## config.mk

```make
export PLATFORM = sky130hd
export DESIGN_NAME = cpw_timer
export DESIGN_NICKNAME = d
export VERILOG_FILES = /design/src/cpw_pkg.sv /design/src/cpw_timer.sv
export SDC_FILE = /design/constraint.sdc
export NUM_CORES = 1
export LEC_CHECK = 0
export BUFFER_PORTS_ARGS = -buffer_cell sky130_fd_sc_hd__buf_4
export CAP_MARGIN = 30
export CORE_ASPECT_RATIO = 1.2
export CORE_MARGIN = 8
export CORE_UTILIZATION = 64
export CTS_CLUSTER_SIZE = 10
export DETAILED_ROUTE_END_ITERATION = 6
export GPL_ROUTABILITY_DRIVEN = 0
export PLACE_DENSITY = 0.85
export SYNTH_ARGS = -nofsm -noshare
export SYNTH_HDL_FRONTEND = slang
export SYNTH_SLANG_ARGS = --single-unit
```

## constraint.sdc

```tcl
create_clock -name sys_clk_i -period 5.8 [get_ports sys_clk_i]
set_input_delay 0.87 -clock sys_clk_i [delete_from_list [all_inputs] [get_ports sys_clk_i]]
set_output_delay 0.87 -clock sys_clk_i [all_outputs]
set_load 0.05 [all_outputs]
```

## src/cpw_pkg.sv

```systemverilog
// Package for the complementary PWM output stage
package cpw_pkg;
    // Register word offsets (byte addresses)
    localparam logic [5:0] ADDR_CTRL = 6'h00;
    localparam logic [5:0] ADDR_RELOAD = 6'h04;
    localparam logic [5:0] ADDR_CMP1 = 6'h08;
    localparam logic [5:0] ADDR_CMP2 = 6'h0c;
    localparam logic [5:0] ADDR_MODE = 6'h10;
    localparam logic [5:0] ADDR_OSC = 6'h14;
    localparam logic [5:0] ADDR_DT = 6'h18;
    localparam logic [5:0] ADDR_IDLE = 6'h1c;
    localparam logic [5:0] ADDR_STATUS = 6'h20;
    localparam logic [5:0] ADDR_MASK = 6'h24;
    localparam logic [5:0] ADDR_COUNT = 6'h28;
    // Control register fields
    localparam int CTRL_DIR_BIT = 4;
    localparam int CTRL_CMS_LO = 5;
    localparam int CTRL_CKD_LO = 8;
    // Output stage configuration bits
    localparam int OSC_C1E = 0;
    localparam int OSC_C1P = 1;
    localparam int OSC_C1NE = 2;
    localparam int OSC_C1NP = 3;
    localparam int OSC_C2E = 4;
    localparam int OSC_C2P = 5;
    localparam int OSC_C2NP = 7;
    // Idle level bits
    localparam int IDLE_OUT1 = 0;
    localparam int IDLE_COMP1 = 1;
    localparam int IDLE_OUT2 = 2;
    // Status bits
    localparam int ST_UPD = 0;
    localparam int ST_CMP1 = 1;
    localparam int ST_CMP2 = 2;
    // Reset values
    localparam logic [15:0] RELOAD_RST = 16'hffff;
    localparam logic [15:0] OSC_RST = 16'h0000;
    localparam logic [15:0] IDLE_RST = 16'h0000;
    // Reference modes
    typedef enum logic [2:0] {
        RM_FROZEN = 3'h0,
        RM_SET = 3'h1,
        RM_CLEAR = 3'h2,
        RM_TOGGLE = 3'h3,
        RM_LOW = 3'h4,
        RM_HIGH = 3'h5,
        RM_PWM1 = 3'h6,
        RM_PWM2 = 3'h7
    } cpw_ref_mode_type;
    // Dead-time engine state, one-hot
    typedef enum logic [2:0] {
        DT_IDLE = 3'b001,
        DT_WAIT = 3'b010,
        DT_ON = 3'b100
    } cpw_dt_state_type;
    // Configuration sampled at update events
    typedef struct packed {
        logic [15:0] reload;
        logic [15:0] cmp1;
        logic [15:0] cmp2;
        logic [2:0] mode1;
        logic [2:0] mode2;
        logic [7:0] dtg;
        logic [1:0] deadtime_clock_divide;
    } cpw_shadow_type;
    // Variant selectors
    localparam int VAR_TWO_COMP = 0;
    localparam int VAR_ONE_COMP = 1;
    localparam int VAR_TWO_PLAIN = 2;
    localparam int VAR_ONE_PLAIN = 3;
endpackage : cpw_pkg

```

## src/cpw_timer.sv

```systemverilog
// Reduced timer with complementary PWM output stage and Avalon-MM slave
// How it works
// - Sixteen-bit counter, edge-aligned, counting upward only.
// - Polarity bit 0 keeps output active high, 1 inverts it.
// - Channel 2 enable 0 follows reference; 1 disables output to its idle level.
// - Channel 1 enables: none inactive, main, comp, or both with dead time.
// - Two-channel complementary variant: channel 2 single output, polarity and enable.
// - Complementary mode delays each rising edge of both outputs by dead time.
// - Dead time from 8-bit code using four formulas by top bits.
// - Dead-time tick is 1, 2 or 4 counter clocks; code 11 unsupported.
// - Two-channel complementary drives two mains, one comp, two compare flags, update.
// - One-channel complementary drives main, comp, one compare flag, update flag.
// - Two-channel plain variant ignores comp polarity, has no dead time.
// - One-channel plain variant ignores comp polarity, drives one main only.
// - Disabled channel 2 output, or both channel 1 outputs when neither is enabled, take per-output idle bit: 0 low, 1 high.
// - Sync rising edge resets counter and loads dynamic configuration.
// - Reference mode selects one of eight behaviours.
// - Compare and update flags are single-cycle pulses.
`timescale 1ns/1ps
`default_nettype none
module cpw_timer
    import cpw_pkg::*;
#(
    parameter int VARIANT = VAR_TWO_COMP,
    parameter int CNT_W = 16
) (
    // Clock and reset
    input wire logic sys_clk_i,
    input wire logic rst_i,
    // Avalon-MM slave
    input wire logic [5:0] avs_address_i,
    input wire logic avs_read_i,
    input wire logic avs_write_i,
    input wire logic [31:0] avs_writedata_i,
    input wire logic [3:0] avs_byteenable_i,
    output logic [31:0] avs_readdata_o,
    output logic avs_waitrequest_o,
    // Sync input
    input wire logic sync_i,
    // PWM outputs
    output logic main_output1_o,
    output logic comp_output1_o,
    output logic main_output2_o,
    // Event pulses and interrupt
    output logic compare_flag1_o,
    output logic compare_flag2_o,
    output logic update_flag_o,
    output logic irq_o
);
    localparam bit HAS_COMP = (VARIANT == VAR_TWO_COMP) || (VARIANT == VAR_ONE_COMP);
    localparam bit HAS_CH2 = (VARIANT == VAR_TWO_COMP) || (VARIANT == VAR_TWO_PLAIN);

    // Software-visible registers, then shadow, counter and internal state
    logic [15:0] counter_control_reg;
    logic [15:0] reload_value;
    logic [15:0] compare_value1;
    logic [15:0] compare_value2;
    logic [15:0] reference_mode_field;
    logic [15:0] output_stage_config;
    logic [15:0] deadtime_break_reg;
    logic [15:0] idle_level_select;
    logic [2:0] irq_status;
    logic [2:0] irq_mask;
    cpw_shadow_type shadow;
    logic [CNT_W-1:0] count;
    logic sync_q;
    logic ack;
    logic ref1;
    logic ref2;
    logic upd_evt;
    logic match1;
    logic match2;
    logic sync_rise;

    // Byte-lane merge for a write
    function automatic logic [15:0] merge16(input logic [15:0] old, input logic [31:0] wd,
                                            input logic [3:0] be);
        merge16 = old;
        if (be[0]) merge16[7:0] = wd[7:0];
        if (be[1]) merge16[15:8] = wd[15:8];
    endfunction : merge16

    // Polarity, enable and idle level of one output
    function automatic logic drive_pin(input logic val, input logic pol, input logic dis,
                                       input logic idle);
        drive_pin = dis ? idle : (val ^ pol);
    endfunction : drive_pin

    // Next reference level for one channel
    function automatic logic next_ref(input logic cur, input logic [2:0] mode,
                                      input logic match, input logic below);
        case (cpw_ref_mode_type'(mode))
            RM_FROZEN: next_ref = cur;
            RM_SET: next_ref = match ? 1'b1 : cur;
            RM_CLEAR: next_ref = match ? 1'b0 : cur;
            RM_TOGGLE: next_ref = match ? ~cur : cur;
            RM_LOW: next_ref = 1'b0;
            RM_HIGH: next_ref = 1'b1;
            RM_PWM1: next_ref = below;
            RM_PWM2: next_ref = ~below;
            default: next_ref = cur;
        endcase
    endfunction : next_ref

    // Register writes hold one wait cycle, read data registered
    wire logic bus_req = (avs_read_i || avs_write_i) && !ack;
    // Write lands on the answer edge, when waitrequest is seen low
    wire logic wr_go = avs_write_i && ack;
    wire logic rd_status = avs_read_i && ack && (avs_address_i == ADDR_STATUS);

    always_ff @(posedge sys_clk_i) begin
        if (rst_i) begin
            ack <= 1'b0;
        end else begin
            ack <= bus_req;
        end
    end

    always_ff @(posedge sys_clk_i) begin
        if (rst_i) begin
            avs_waitrequest_o <= 1'b1;
        end else begin
            avs_waitrequest_o <= !bus_req;
        end
    end

    always_ff @(posedge sys_clk_i) begin
        if (rst_i) begin
            counter_control_reg <= 16'h0000;
            reload_value <= RELOAD_RST;
            compare_value1 <= 16'h0000;
            compare_value2 <= 16'h0000;
            reference_mode_field <= 16'h0000;
            output_stage_config <= OSC_RST;
            deadtime_break_reg <= 16'h0000;
            idle_level_select <= IDLE_RST;
            irq_mask <= 3'h0;
        end else if (wr_go) begin
            case (avs_address_i)
                // Alignment and direction bits stay at 0 (only edge-aligned up)
                ADDR_CTRL: counter_control_reg <= merge16(counter_control_reg, avs_writedata_i,
                                                          avs_byteenable_i) & 16'h0300;
                ADDR_RELOAD: reload_value <= merge16(reload_value, avs_writedata_i,
                                                     avs_byteenable_i);
                ADDR_CMP1: compare_value1 <= merge16(compare_value1, avs_writedata_i,
                                                     avs_byteenable_i);
                ADDR_CMP2: compare_value2 <= merge16(compare_value2, avs_writedata_i,
                                                     avs_byteenable_i);
                ADDR_MODE: reference_mode_field <= merge16(reference_mode_field,
                                                           avs_writedata_i,
                                                           avs_byteenable_i) & 16'h0077;
                ADDR_OSC: output_stage_config <= merge16(output_stage_config, avs_writedata_i,
                                                         avs_byteenable_i) & 16'h00bf;
                ADDR_DT: deadtime_break_reg <= merge16(deadtime_break_reg, avs_writedata_i,
                                                       avs_byteenable_i) & 16'h00ff;
                ADDR_IDLE: idle_level_select <= merge16(idle_level_select, avs_writedata_i,
                                                        avs_byteenable_i) & 16'h0007;
                ADDR_MASK: if (avs_byteenable_i[0]) irq_mask <= avs_writedata_i[2:0];
                default: ;
            endcase
        end
    end

    always_ff @(posedge sys_clk_i) begin
        if (rst_i) begin
            avs_readdata_o <= 32'h0000_0000;
        end else if (avs_read_i && !ack) begin
            case (avs_address_i)
                ADDR_CTRL: avs_readdata_o <= {16'h0000, counter_control_reg};
                ADDR_RELOAD: avs_readdata_o <= {16'h0000, reload_value};
                ADDR_CMP1: avs_readdata_o <= {16'h0000, compare_value1};
                ADDR_CMP2: avs_readdata_o <= {16'h0000, compare_value2};
                ADDR_MODE: avs_readdata_o <= {16'h0000, reference_mode_field};
                ADDR_OSC: avs_readdata_o <= {16'h0000, output_stage_config};
                ADDR_DT: avs_readdata_o <= {16'h0000, deadtime_break_reg};
                ADDR_IDLE: avs_readdata_o <= {16'h0000, idle_level_select};
                ADDR_STATUS: avs_readdata_o <= {29'h0000_0000, irq_status};
                ADDR_MASK: avs_readdata_o <= {29'h0000_0000, irq_mask};
                ADDR_COUNT: avs_readdata_o <= {{(32 - CNT_W){1'b0}}, count};
                default: avs_readdata_o <= 32'h0000_0000;
            endcase
        end
    end

    // Counter and update event
    assign sync_rise = sync_i && !sync_q;
    assign upd_evt = (count == shadow.reload[CNT_W-1:0]) || sync_rise;
    assign match1 = (count == shadow.cmp1[CNT_W-1:0]);
    assign match2 = HAS_CH2 && (count == shadow.cmp2[CNT_W-1:0]);

    always_ff @(posedge sys_clk_i) begin
        if (rst_i) begin
            sync_q <= 1'b0;
        end else begin
            sync_q <= sync_i;
        end
    end

    always_ff @(posedge sys_clk_i) begin
        if (rst_i) begin
            count <= '0;
        end else if (upd_evt) begin
            count <= '0;
        end else begin
            count <= count + 1'b1;
        end
    end

    // Shadow copy loaded only at update events
    always_ff @(posedge sys_clk_i) begin
        if (rst_i) begin
            shadow <= '0;
            shadow.reload <= RELOAD_RST;
        end else if (upd_evt) begin
            shadow.reload <= reload_value;
            shadow.cmp1 <= compare_value1;
            shadow.cmp2 <= compare_value2;
            shadow.mode1 <= reference_mode_field[2:0];
            shadow.mode2 <= reference_mode_field[6:4];
            shadow.dtg <= HAS_COMP ? deadtime_break_reg[7:0] : 8'h00;
            shadow.deadtime_clock_divide <= HAS_COMP ? counter_control_reg[CTRL_CKD_LO +: 2] : 2'h0;
        end
    end

    // Reference signals
    always_ff @(posedge sys_clk_i) begin
        if (rst_i) begin
            ref1 <= 1'b0;
            ref2 <= 1'b0;
        end else begin
            ref1 <= next_ref(ref1, shadow.mode1, match1, count < shadow.cmp1);
            ref2 <= HAS_CH2 ? next_ref(ref2, shadow.mode2, match2, count < shadow.cmp2) : 1'b0;
        end
    end

    // Event pulses
    always_ff @(posedge sys_clk_i) begin
        if (rst_i) begin
            compare_flag1_o <= 1'b0;
            compare_flag2_o <= 1'b0;
            update_flag_o <= 1'b0;
        end else begin
            compare_flag1_o <= match1;
            compare_flag2_o <= match2;
            update_flag_o <= upd_evt;
        end
    end

    // Sticky status, cleared by a read; a new event wins over the clear
    always_ff @(posedge sys_clk_i) begin
        if (rst_i) begin
            irq_status <= 3'h0;
        end else begin
            // Clear only the bits the read returned, so a later event is not lost
            irq_status <= (rd_status ? irq_status & ~avs_readdata_o[2:0] : irq_status)
                          | {match2, match1, upd_evt};
        end
    end

    always_ff @(posedge sys_clk_i) begin
        if (rst_i) begin
            irq_o <= 1'b0;
        end else begin
            irq_o <= |(irq_status & irq_mask);
        end
    end

    // Dead-time tick divider and length
    logic [1:0] tick_div;
    logic tick;
    logic [11:0] dt_len;
    logic [11:0] dt_cnt;
    logic dt_main;
    logic dt_comp;
    logic ref1_d;
    cpw_dt_state_type dt_state;

    always_comb begin
        case (shadow.deadtime_clock_divide)
            2'h0: tick = 1'b1;
            2'h1: tick = tick_div[0];
            2'h2: tick = &tick_div;
            default: tick = 1'b1;
        endcase
    end

    always_comb begin
        casez (shadow.dtg[7:5])
            3'b0??: dt_len = {4'h0, shadow.dtg};
            3'b10?: dt_len = {5'h00, 7'h40 + {1'b0, shadow.dtg[5:0]}} << 1;
            3'b110: dt_len = {6'h00, 6'h20 + {1'b0, shadow.dtg[4:0]}} << 3;
            default: dt_len = {6'h00, 6'h20 + {1'b0, shadow.dtg[4:0]}} << 4;
        endcase
    end

    always_ff @(posedge sys_clk_i) begin
        if (rst_i) begin
            tick_div <= 2'h0;
        end else if (ref1 != ref1_d) begin
            // Restart with each dead-time count, so the delay is whole ticks
            tick_div <= 2'h0;
        end else begin
            tick_div <= tick_div + 2'h1;
        end
    end

    // Delays the rising side of whichever output turns on
    always_ff @(posedge sys_clk_i) begin
        if (rst_i) begin
            ref1_d <= 1'b0;
            dt_state <= DT_IDLE;
            dt_cnt <= 12'h000;
            dt_main <= 1'b0;
            dt_comp <= 1'b0;
        end else begin
            ref1_d <= ref1;
            case (dt_state)
                DT_IDLE, DT_ON: begin
                    if (ref1 != ref1_d) begin
                        dt_main <= 1'b0;
                        dt_comp <= 1'b0;
                        dt_cnt <= dt_len;
                        dt_state <= (dt_len == 12'h000) ? DT_ON : DT_WAIT;
                        if (dt_len == 12'h000) begin
                            dt_main <= ref1;
                            dt_comp <= ~ref1;
                        end
                    end else if (dt_state == DT_IDLE) begin
                        dt_main <= ref1;
                        dt_comp <= ~ref1;
                        dt_state <= DT_ON;
                    end
                end
                DT_WAIT: begin
                    if (ref1 != ref1_d) begin
                        dt_cnt <= dt_len;
                    end else if (tick) begin
                        if (dt_cnt <= 12'h001) begin
                            dt_main <= ref1;
                            dt_comp <= ~ref1;
                            dt_state <= DT_ON;
                        end else begin
                            dt_cnt <= dt_cnt - 12'h001;
                        end
                    end
                end
                default: dt_state <= DT_IDLE;
            endcase
        end
    end

    // Output stage acts on the live configuration, not the shadow
    logic c1e;
    logic c1ne;
    logic [1:0] ch1_pair;
    assign c1e = output_stage_config[OSC_C1E];
    assign c1ne = HAS_COMP && output_stage_config[OSC_C1NE];

    always_comb begin
        case ({c1ne, c1e})
            2'b00: ch1_pair = 2'b00;
            2'b01: ch1_pair = {ref1, 1'b0};
            2'b10: ch1_pair = {1'b0, ref1};
            default: ch1_pair = {dt_main, dt_comp};
        endcase
    end

    always_ff @(posedge sys_clk_i) begin
        if (rst_i) begin
            main_output1_o <= 1'b0;
            comp_output1_o <= 1'b0;
            main_output2_o <= 1'b0;
        end else begin
            main_output1_o <= drive_pin(ch1_pair[1], output_stage_config[OSC_C1P],
                                        !c1e && !c1ne, idle_level_select[IDLE_OUT1]);
            comp_output1_o <= HAS_COMP ? drive_pin(ch1_pair[0],
                                                   output_stage_config[OSC_C1NP],
                                                   !c1e && !c1ne,
                                                   idle_level_select[IDLE_COMP1]) : 1'b0;
            main_output2_o <= HAS_CH2 ? drive_pin(ref2, output_stage_config[OSC_C2P],
                                                  output_stage_config[OSC_C2E],
                                                  idle_level_select[IDLE_OUT2]) : 1'b0;
        end
    end
endmodule : cpw_timer
`default_nettype wire

```

After elaboration in Yosys (flattened, before gate mapping)

Index checks and enable logic that the tools add are counted.

Input bits: 47
Register bits after elaboration: 224
Output and inout bits: 40
Logic and storage cells: 196

Add/sub/neg operators: 5
Muxes and demuxes: 42
Magnitude comparators: 3
Reduce and logical (&&, ||, !) cells: 42
Bitwise gates (word level): 14
Equal/unequal tests: 50

Operators by type and width:

| operator                                             | count |
|---|---|
| one-hot mux 16 bit (11 select lines)                 | 1 |
| == test 16 bit                                       | 3 |
| 2-to-1 mux 12 bit                                    | 4 |
| AND reduction 3 bit                                  | 12 |
| less-than comparator 16 bit                          | 2 |
| == test 3 bit, second input constant                 | 10 |
| one-hot mux 10 bit (3 select lines)                  | 1 |
| == test 6 x 5 -> 1 bit, second input constant        | 4 |
| one-hot mux 12 bit (2 select lines)                  | 1 |
| 2-to-1 mux 1 bit                                     | 21 |
| 2-to-1 mux 3 bit                                     | 7 |
| != test 2 bit, second input constant                 | 10 |
| == test 6 bit, second input constant                 | 3 |
| adder 16 x 1 -> 16 bit, second input constant        | 1 |
| AND reduction 4 bit                                  | 4 |
| == test 3 x 2 -> 1 bit, second input constant        | 5 |
| one-hot mux 1 bit (7 select lines)                   | 2 |
| == test 6 x 4 -> 1 bit, second input constant        | 2 |
| <= comparator 12 x 1 -> 1 bit, second input constant | 1 |
| logical NOT 12 bit                                   | 1 |
| subtractor 12 x 1 -> 12 bit, second input constant   | 1 |
| == test 3 x 1 -> 1 bit, second input constant        | 3 |
| != test 3 bit, second input constant                 | 3 |
| adder 7 x 6 -> 7 bit, first input constant           | 1 |
| other kinds (25)                                     | 53 |

Longest topological paths before layout

Gate-level depths: netlist of run 1.

Word-level depth: 6
Gate-level depth with buffers: 9
Mapped depth without buffers: 7

Least setup slack after synthesis of run 1

Ideal clock, no wire load.

Path kind: in2reg
From: input avs_address_i[5]
To: register idle_level_select[0]
Data arrival time: 2.295 ns
Path buffers: 3
Stages on the path: 8
Path slack: 3.377 ns
Path through: clkbuf_1 -> nor4b_2 -> and2_1 -> buf_2 -> and3_1 -> buf_2 -> mux2i_1 -> nor2_1

Longest elaborated chain between the ends: 2

Ends and longest elaborated chain:

| item                                 | line             | source |
|---|---|---|
| start: declaration                   | cpw_timer.sv:31  | `input wire logic [5:0] avs_address_i,` |
| == test 6 x 5 -> 1 bit               | cpw_timer.sv:139 | `case (avs_address_i)` |
| AND reduction 3 bit (no source line) | -                |  |
| end signal: assignment               | cpw_timer.sv:156 | `ADDR_IDLE: idle_level_select <= merge16(idle_level_select, avs_writedata_i,` |
| end: declaration                     | cpw_timer.sv:61  | `logic [15:0] idle_level_select;` |

Every way passes these cells.
A chain may end at the register's enable or synchronous reset.

Worst setup path after layout of run 1

From: register count[2]
To: register shadow[2] (netlist bit)

Longest elaborated chain between the ends: 2

Ends and longest elaborated chain:

| item                     | line             | source |
|---|---|---|
| start: declaration       | cpw_timer.sv:65  | `logic [CNT_W-1:0] count;` |
| start signal: assignment | cpw_timer.sv:205 | `count <= count + 1'b1;` |
| == test 16 bit           | cpw_timer.sv:187 | `assign upd_evt = (count == shadow.reload[CNT_W-1:0]) \|\| sync_rise;` |
| logical OR 1 bit         | cpw_timer.sv:187 |  |
| end: declaration         | cpw_timer.sv:64  | `cpw_shadow_type shadow;` |

Every way passes these cells.

==> flow_summary.toml, run 1 <==
[worst_setup_path]
startpoint_type = "flop"
worstSetupEndpointType = "flop"
cp.required_ns = 6.24
cp.arrival_ns = 3.52
critical_path_class = "flop to flop"
r2r_setup_slack_ns = 2.71
crit_family = "compound AO/OA/AOI/OAI gates"
crit_path_top_delay_cell = "a21oi_4"
crit_fanout = 36
slowest_delay_ns = 0.78
crit_buf_inv = 1
crit_chain = "xor2_1, nor4_1, nand4_1, a21oi_4, buf_4, a22o_1"

[place]
dpl_worst_slack_ns = 2.579
dp_hpwl_mm = 17.76
numPortBuffers = 52

[logic_synthesis]
ys_ff_latch = 208
synth.cell_area_mm2 = 0.009812
netlist_instances = 1086
yosys_warnings = 0
syn_avg_cell_area_um2 = 9.035
async_flop_share = 0
yosysSeqAreaShare = 0.4244
synth_flop_cell = "dfxtp_1"
synth-edff-count = 0
synth_cell_types = 62

[timing]
rsz0062_at_grt = "false"
drv_slew = 0
period_minus_slack_ns = 3.086
hold_violations = 0
setup_tns_ns = 0
setup_slack_ns = 2.714
worst_slew_pin_slew_ns = 1.043
fin_skew_ns = 0.01877
slew_headroom = 0.3035
fmax_mhz = 324.0
setup_viol = 0
final.period_utilization = 0.5321

[floorplan]
placementRows = 49
core_mm2 = 0.01502
dieHeight_um = 151.6
ios = 87
die_w_um = 129.0
dieArea_mm2 = 0.01957
initial_core_util = 0.6532

[cts]
path_clk_slew_ns = 0.05
cts_root_buffer = "clkbuf_16"
post_cts_buffers = 0
cts_inserted_buffers = 24
cts_resized = 0
cts_tree = "done"
cts.sink_count = 208
clock_path_buffers = 3
hold_buffers = 0
cts_max_level = 1
clk_latency_ns = 0.51

[global_route]
grt_pass1_vias = 8156
grt_max_degree = 62
grt.overflow.total = 0
grt_usage = 0.2660
grt_pass1_wl_mm = 41.51
antenna_found_initial = 0

[power]
cellPowerDensity_mw_per_mm2 = 273.2
p_sw_uw = 707.8
p_int_mw = 2.248
seqPwrFrac = 0.497
netSwitchingFraction = 0.2394
power.leakage_nw = 4.153
power_frac_clock = 0.430
ir_drop_v = 0.0002509
combPwrFrac = 0.074

[drt]
drtAntennaViolNets = 0
wl_per_cell_um = 20.12
viasPerCell = 6.346
drt_iter0_markers = 856
first_pass_iters = 5
dr_total_vias = 8294
routed_wl_mm = 26.29
drc = 0

[cells_and_area]
largest-register = "shadow"
diodes = 0
drive_above_1_share = 0.1015
syn_to_final_growth_pct = 10.29
largest_register_ffs = 64
final_nets = 1187

[run]
cap_viol_max_count = 0

[worst_hold_path]
hp-class = "flop to flop"

[run_status]
status = "completed"
area by class of cell:
type / instances / area (um2)
Multi-Input combinational cell: 740 / 5057
Clock inverter: 1 / 16.27
Clock buffer: 26 / 608.1
Tap cell: 204 / 255.2
Timing Repair Buffer: 63 / 476.7
Sequential cell: 208 / 4164
Fill cell: 1081 / 4199
Inverter: 65 / 244.0
cell usage in the layout (no fill, tap or decap), types with 10 or more instances in the layout:
cell / count
a22o_1: 59
buf_4: 62
mux2i_1: 52
nor2_1: 94
nand4_1: 18
inv_1: 65
clkbuf_16: 24
o21ai_0: 26
dfxtp_1: 208
xor2_1: 27
conb_1: 16
ha_1: 38
xnor2_1: 10
nor4_1: 16
o211ai_1: 22
a21oi_1: 67
nand3_1: 42
a2bb2oi_1: 22
and3_1: 11
nand2_1: 85
per-layer routing:
| layer | wire (um) | global-route usage | vias up | part of all wire |
|---|---|---|---|---|
| met5 | 0 | 0 | - | 0 |
| met4 | 1367 | 0.1513 | 0 | 0.052 |
| met3 | 1734 | 0.04027 | 88 | 0.066 |
| met2 | 12910 | 0.4611 | 365 | 0.49 |
| met1 | 10280 | 0.3081 | 3962 | 0.39 |
| li1 | - | - | 3879 | - |
cell usage after synthesis (3+ instances only):
cell type,n,area [um2]
nand2_1,85,319.1
o211ai_1,22,165.2
nor3_1,9,45.04
inv_1,65,244.0
a211oi_1,8,60.06
mux4_2,5,112.6
a2bb2oi_1,22,192.7
o2bb2ai_1,6,52.55
nor2b_1,8,50.05
xor2_1,27,236.5
a31oi_1,5,31.28
buf_4,16,120.1
xnor2_1,10,87.58
a21oi_1,68,340.3
nand3_1,42,210.2
a22oi_1,5,37.54
o21ai_0,26,130.1
and2_1,4,25.02
nand2b_1,8,50.05
nor2_1,94,352.8
mux2_2,6,67.56
a22o_1,59,516.8
buf_1,6,22.52
a21o_1,9,67.56
a2111o_1,3,33.78
a221oi_1,5,43.79
or3_1,4,25.02
a222oi_1,4,40.04
mux2i_1,52,520.5
dfxtp_1,208,4164
a32oi_1,4,35.03
o32ai_1,5,43.79
a211o_1,3,26.28
ha_1,38,475.5
nor4_1,17,106.4
o31ai_1,3,22.52
o21a_1,3,22.52
and4_1,3,26.28
and3_1,11,68.82
nand4_1,18,112.6
buf_2,24,120.1
clkbuf_1,42,157.7
worst reg2reg max path, cell delays in order, from the launching register on:
cell,delay (ns)
dfxtp_1,0.65
xor2_1,0.13
nor4_1,0.36
nand4_1,0.34
a21oi_4,0.79
buf_4,0.53
a22o_1,0.23
path summary, 6_finish.rpt:
check                startpoint            endpoint  depth (start not counted)
min          avs_readdata_o[11]  avs_readdata_o[11]                          2
max                    count[2]           shadow[2]                          6
max reg2reg            count[2]           shadow[2]                          6
min reg2reg  avs_readdata_o[11]  avs_readdata_o[11]                          2
logic make-up (layout without fill, tap and decap cells):
kind of cell | after synthesis | after routing | share of synthesized area
AND/OR/NAND/NOR | 316 | 316 | 0.1543
AO/OA/AOI/OAI | 270 | 270 | 0.2003
flip-flops | 208 | 208 | 0.4244
buffers and inverters | 153 | 155 | 0.06771
multiplexers | 63 | 63 | 0.07141
adder cells (fa/ha/maj) | 38 | 38 | 0.04846
XOR/XNOR | 37 | 37 | 0.03303
other | 1 | 16 | 0.0003822
power by group through the flow:
stage          clock network, mW  registers (mW)  logic [mW]
2_1_floorplan                  0            1.50       0.152
3_3_place_gp                   0            1.50       0.211
3_5_place_dp                   0            1.50       0.213
4_1_cts                     1.28            1.47       0.215
5_1_grt                     1.33            1.47       0.232
6_report                    1.27            1.47       0.218
stage by stage:
stage | util | hold WS [ns] | instance area [um2] | total power [mW] | cells
6_report | 0.7205 | 0.4569 | 10820 | 2.956 | 1307
5_1_grt | 0.7205 | 0.4745 | 10820 | 3.035 | 1307
4_1_cts | 0.7200 | 0.4609 | 10810 | 2.962 | 1306
3_5_place_dp | 0.6784 | 0.4545 | 10190 | 1.711 | 1279
3_3_place_gp | 0.6776 | 0.4430 | 10180 | 1.708 | 1278
2_1_floorplan | - | 0.4327 | 9868 | 1.652 | 1101
(Power assumes the default switching activity.)
==> run 2: changes to the inputs <==
--- a/config.mk
+++ b/config.mk
@@ -5,15 +5,16 @@
 export SDC_FILE = /design/constraint.sdc
 export NUM_CORES = 1
 export LEC_CHECK = 0
+export ABC_AREA = 1
 export BUFFER_PORTS_ARGS = -buffer_cell sky130_fd_sc_hd__buf_4
 export CAP_MARGIN = 30
 export CORE_ASPECT_RATIO = 1.2
 export CORE_MARGIN = 8
-export CORE_UTILIZATION = 64
+export CORE_UTILIZATION = 60
 export CTS_CLUSTER_SIZE = 10
 export DETAILED_ROUTE_END_ITERATION = 6
 export GPL_ROUTABILITY_DRIVEN = 0
-export PLACE_DENSITY = 0.85
+export PLACE_DENSITY = 0.8
 export SYNTH_ARGS = -nofsm -noshare
 export SYNTH_HDL_FRONTEND = slang
 export SYNTH_SLANG_ARGS = --single-unit
==> constraint.sdc (replaced) <==
create_clock -name sys_clk_i -period 3.2 [get_ports sys_clk_i]
set_input_delay 0.48 -clock sys_clk_i [delete_from_list [all_inputs] [get_ports sys_clk_i]]
set_output_delay 0.48 -clock sys_clk_i [all_outputs]
set_load 0.05 [all_outputs]
==> flow_summary.toml, run 2 <==
[logic_synthesis]
synth_most_common_cell = "nand2_1"
yosys_warnings = 0
ys_ff_latch = 208
async_flop_share = 0
synth-edff-count = 0
synth_flop_cell = "dfxtp_1"
yosysSeqAreaShare = 0.4120
synth_top_area_frac = 0.4120
syn_avg_cell_area_um2 = 7.078
synth_cell_types = 48
yosys.area.top_type = "dfxtp_1"
netlist_instances = 1428
ys_top_cells_by_count = "294 x nand2_1, 208 x dfxtp_1, 186 x nor2_1"
synth.cell_area_mm2 = 0.01011
synth_top_cells_by_area = "dfxtp_1 41%, nand2_1 11%, nand3_1 7.0%"

[place]
numPortBuffers = 52
dp_hpwl_mm = 19.22
dpl-instance-area_mm2 = 0.01047

[power]
cellPowerDensity_mw_per_mm2 = 481.7
ir_drop_v = 0.0004300
power.leakage_nw = 4.837

[cells_and_area]
largest_register_ffs = 64
diodes = 0
final_common_cell = "nand2_1"
fin_area_mm2 = 0.01109
final_nets = 1545
final_cell_mix = "294 x nand2_1, 208 x dfxtp_1, 186 x nor2_1"
drive_above_1_share = 0.07871
fillers = 1470
multi_input_area_mm2 = 0.005016
largest-register = "shadow"
ff_latch_area_mm2 = 0.004164
syn_to_final_growth_pct = 9.743
fin_util = 0.6659

[drt]
drc = 0
drtAntennaViolNets = 0
drt_iter0_markers = 813
dr_total_vias = 9425
routed_wl_mm = 27.46
wl_per_cell_um = 16.37
first_pass_iters = 5
viasPerCell = 5.620

[cts]
cts_root_buffer = "clkbuf_16"
path_clk_slew_ns = 0.05
cts_resized = 0
clk_latency_ns = 0.52
hold_buffers = 0
post_cts_buffers = 0
clock_path_buffers = 3
cts_max_level = 1
cts_tree = "done"
cts_inserted_buffers = 24
cts.sink_count = 208

[floorplan]
die_w_um = 134.5
core_mm2 = 0.01666
initial_core_util = 0.6068
dieHeight_um = 158.2
placementRows = 52
dieArea_mm2 = 0.02127
ios = 87

[worst_setup_path]
cp.required_ns = 3.60
critical_path_class = "flop to flop"
crit_chain = "inv_1, nor2_1, nor3_1, nand2_1, nor2_4, nand2_4, nand3_4, o21ai_0"
cp.arrival_ns = 2.74
crit_fanout = 63
startpoint_type = "flop"
slowest_delay_ns = 0.57
worstSetupEndpointType = "flop"
crit_path_top_delay_cell = "nand3_4"

[timing]
period_minus_slack_ns = 2.346
rsz0062_at_grt = "false"
worst_slew_pin_slew_ns = 0.7195
slew_headroom = 0.5203
fin_skew_ns = 0.02048
hold_violations = 0
setup_tns_ns = 0
final.period_utilization = 0.7331
drv_slew = 0
setup_viol = 0
fmax_mhz = 426.3

[run_status]
status = "completed"

[global_route]
grt_pass1_wl_mm = 43.85
grt.overflow.total = 0
grt_max_degree = 159
grt_pass1_vias = 8870
grt_usage = 0.2544
antenna_found_initial = 0

[worst_hold_path]
hp-class = "input pin to flop"

[run]
cap_viol_max_count = 0
[run 2: changes by cell type after synthesis, sizes merged, moves of 52 or more]
cell / previous run / this run
nor2: 97 / 198
o21ai: 26 / 158
mux2i: 52 / 0
a22o: 59 / 4
inv: 65 / 153
nand2: 85 / 297
nand3: 42 / 144
[run 2: worst max-delay path: cells and delay by family (launching register included)]
family	cells	cell delay [ns]
simple gates	6	1.12
buf+inv	1	0.13
flops	1	0.48
compound gates	1	0.46
[run 2: logic make-up (layout without fill, tap and decap cells)]
group,Yosys count,count (layout),share of synthesized area
AO/OA/AOI/OAI,268,268,0.1394
XOR/XNOR,14,14,0.01213
adder cells (fa/ha/maj),38,38,0.04704
buffers and inverters,219,237,0.09730
flip-flops,208,208,0.4120
other,1,16,0.0003710
AND/OR/NAND/NOR,680,680,0.2918
[run 2: final timing paths]
path / from / end / slack [ns] / depth (start not counted)
setup / recovery: count[15] / shadow[21] / 0.85 / 8
hold / removal: sync_i / sync_q / 0.18 / 3
setup reg to reg: count[15] / shadow[21] / 0.85 / 8
hold reg to reg: tick_div[0] / tick_div[0] / 0.46 / 1
[run 2: area by class of cell]
class,instances,share of cell area
Multi-Input combinational cell,1016,0.4522
Sequential cell,208,0.3754
Clock buffer,26,0.05482
Inverter,153,0.05200
Timing Repair Buffer,57,0.03971
Tap cell,216,0.02437
Clock inverter,1,0.001466
[run 2: report_power, final]
group | switching [mW] | leakage [nW] | internal (mW)
sequential | 0.0317 | 1.68 | 2.63
clock | 0.993 | 0.305 | 1.33
combinational | 0.263 | 2.85 | 0.0981
[run 2: per-stage QoR]
step	setup WS, ns	std cells	power [mW]	hold WS (ns)
6_report	0.8541	1677	5.343	0.1768
5_1_grt	0.7122	1677	5.525	0.2002
4_1_cts	0.8884	1677	5.354	0.1771
3_5_place_dp	0.9057	1650	3.073	0.4584
3_3_place_gp	0.9075	1650	3.066	0.4557
2_1_floorplan	1.633	1443	2.984	0.4305
[run 2: metal layers]
layer | routed length [um] | GRT usage
met5 | 0 | 0
met4 | 1447 | 0.1393
met3 | 1354 | 0.03079
met2 | 13600 | 0.4457
met1 | 11060 | 0.2967
==> run 3: changes to the inputs <==
--- a/config.mk
+++ b/config.mk
@@ -5,7 +5,7 @@
 export SDC_FILE = /design/constraint.sdc
 export NUM_CORES = 1
 export LEC_CHECK = 0
-export ABC_AREA = 1
+export ABC_AREA = 0
 export BUFFER_PORTS_ARGS = -buffer_cell sky130_fd_sc_hd__buf_4
 export CAP_MARGIN = 30
 export CORE_ASPECT_RATIO = 1.2
==> constraint.sdc (replaced) <==
create_clock -name sys_clk_i -period 2.25 [get_ports sys_clk_i]
set_input_delay 0.3375 -clock sys_clk_i [delete_from_list [all_inputs] [get_ports sys_clk_i]]
set_output_delay 0.3375 -clock sys_clk_i [all_outputs]
set_load 0.05 [all_outputs]
==> flow_summary.toml, run 3 (same netlist as run 1, synthesis figures left out) <==
[run_status]
status = "completed"

[cts]
cts_max_level = 1
cts_tree = "done"
clk_latency_ns = 0.52
hold_buffers = 0
cts_root_buffer = "clkbuf_16"
cts.sink_count = 208
clock_path_buffers = 3
path_clk_slew_ns = 0.05
cts_inserted_buffers = 24

[power]
netSwitchingFraction = 0.2413
power_frac_clock = 0.428
power.leakage_nw = 4.451
cellPowerDensity_mw_per_mm2 = 678.4
ir_drop_v = 0.0006273
p_int_mw = 5.834
p_sw_mw = 1.855
combPwrFrac = 0.081
seqPwrFrac = 0.491

[drt]
dr_total_vias = 8562
first_pass_iters = 6
drc = 0
viasPerCell = 6.268
drtAntennaViolNets = 0
drt_iter0_markers = 787
routed_wl_mm = 27.74
wl_per_cell_um = 20.31

[floorplan]
core_mm2 = 0.01614
dieArea_mm2 = 0.02072
dieHeight_um = 156.1
die_w_um = 132.7
initial_core_util = 0.6078
ios = 87
placementRows = 51

[timing]
period_minus_slack_ns = 2.172
fmax_mhz = 460.3
hold_violations = 0
timing.hold.ws_ns = 0.07092
slew_headroom = 0.5986
setup_slack_ns = 0.07759
final.period_utilization = 0.9655
setup_tns_ns = 0
fin_skew_ns = 0.02103
drv_slew = 0
worst_slew_pin_slew_ns = 0.5957
setup_viol = 0

[worst_setup_path]
startpoint_type = "flop"
critical_path_class = "flop to flop"
worstSetupEndpointType = "flop"
r2r_setup_slack_ns = 0.08
timing.rr.end = "ref2"
cp.required_ns = 2.62
crit_fanout = 3
r2r-start = "shadow[29]"
r2r_cells = 7
cp.arrival_ns = 2.55

[cells_and_area]
diodes = 0
fillers = 1247
largest-register = "shadow"
final_cell_count_no_fill = 1366
final_cell_mix = "200 x dfxtp_1, 108 x buf_4, 94 x nor2_1"
largest_register_ffs = 64
syn_to_final_growth_pct = 15.52
fin_util = 0.7021
final_common_cell = "dfxtp_1"
drive_above_1_share = 0.1516
final_nets = 1238

[run]
cap_viol_max_count = 0

[global_route]
grt.overflow.total = 0
grt_max_degree = 50
grt-busiest-layer = "met2"
grt_usage = 0.2653
grt_pass1_vias = 8431
antenna_found_initial = 0
grtUsageMet3 = 0.03898
grt.met2_usage = 0.4637
grt_pass1_wl_mm = 44.63
met1_usage = 0.3071

[worst_hold_path]
worstHoldStart = "avs_writedata_i[13]"
holdPathEnd = "reload_value[13]"
hp-class = "input pin to flop"
worstHoldPathCells = 3

[place]
dp_hpwl_mm = 19.51
dpl_worst_slack_ns = 0.04879
numPortBuffers = 52
dp_cells = 1335
## run 3: layout make-up
class	instances	area, um2	share of cell area
multi-input cells	740	5094	0.4494
flip-flops and latches	208	4177	0.3685
repair buffers	114	930.9	0.08213
clock buffers	26	608.1	0.05365
well taps	212	265.3	0.02340
inverters	65	244.0	0.02153
clock inverters	1	16.27	0.001435
## run 3: through the flow
| step | total power [mW] | instance area (um2) |
|---|---|---|
| floorplan | 4.259 | 9868 |
| global route | 7.947 | 11330 |
| finish | 7.689 | 11330 |
| CTS | 7.714 | 11260 |
| global placement | 4.452 | 10630 |
| detailed placement | 4.461 | 10630 |
## run 3: timing repair
item	4_1_cts	5_1_grt
setup endpoints to repair	16	3
setup buffers	1	3
pin swaps	1	7
resized for setup	0	14
## run 3: worst max path at each step
| stage | start | end | slack, ns | depth (start not counted) |
|---|---|---|---|---|
| final | shadow[29] | ref2 | 0.08 | 7 |
| after global routing | count[11] | ref1 | -0.01 | 6 |
| after CTS | dt_cnt[0] | dt_cnt[0] | 0.03 | 8 |
| after detailed placement | dt_cnt[0] | dt_cnt[0] | 0.05 | 8 |
| after global placement | shadow[31] | ref2 | 0.07 | 7 |
| after floorplan | dt_cnt[0] | dt_cnt[0] | 0.12 | 7 |
## run 3: routing by layer
layer,up-vias,routed length (um),share of wire
li1,3987,-,-
met4,0,1579,0.057
met5,-,0,0
met2,349,13780,0.50
met3,108,1714,0.062
met1,4118,10670,0.38
## run 3: worst max-delay path, stage by stage (launching register included)
cell	delay, ns
dfxtp_2	0.33
inv_1	0.04
ha_1	0.29
nand4_1	0.23
buf_4	0.23
a2111o_1	0.40
nand4_1	0.07
or3b_2	0.45
## run 3: power by group through the flow
| stage | logic [mW] | clock network [mW] | registers [mW] |
|---|---|---|---|
| after floorplan | 0.392 | 0 | 3.87 |
| after global placement | 0.595 | 0 | 3.86 |
| after detailed placement | 0.604 | 0 | 3.86 |
| after CTS | 0.608 | 3.33 | 3.78 |
| after global routing | 0.661 | 3.50 | 3.78 |
| final | 0.621 | 3.29 | 3.78 |
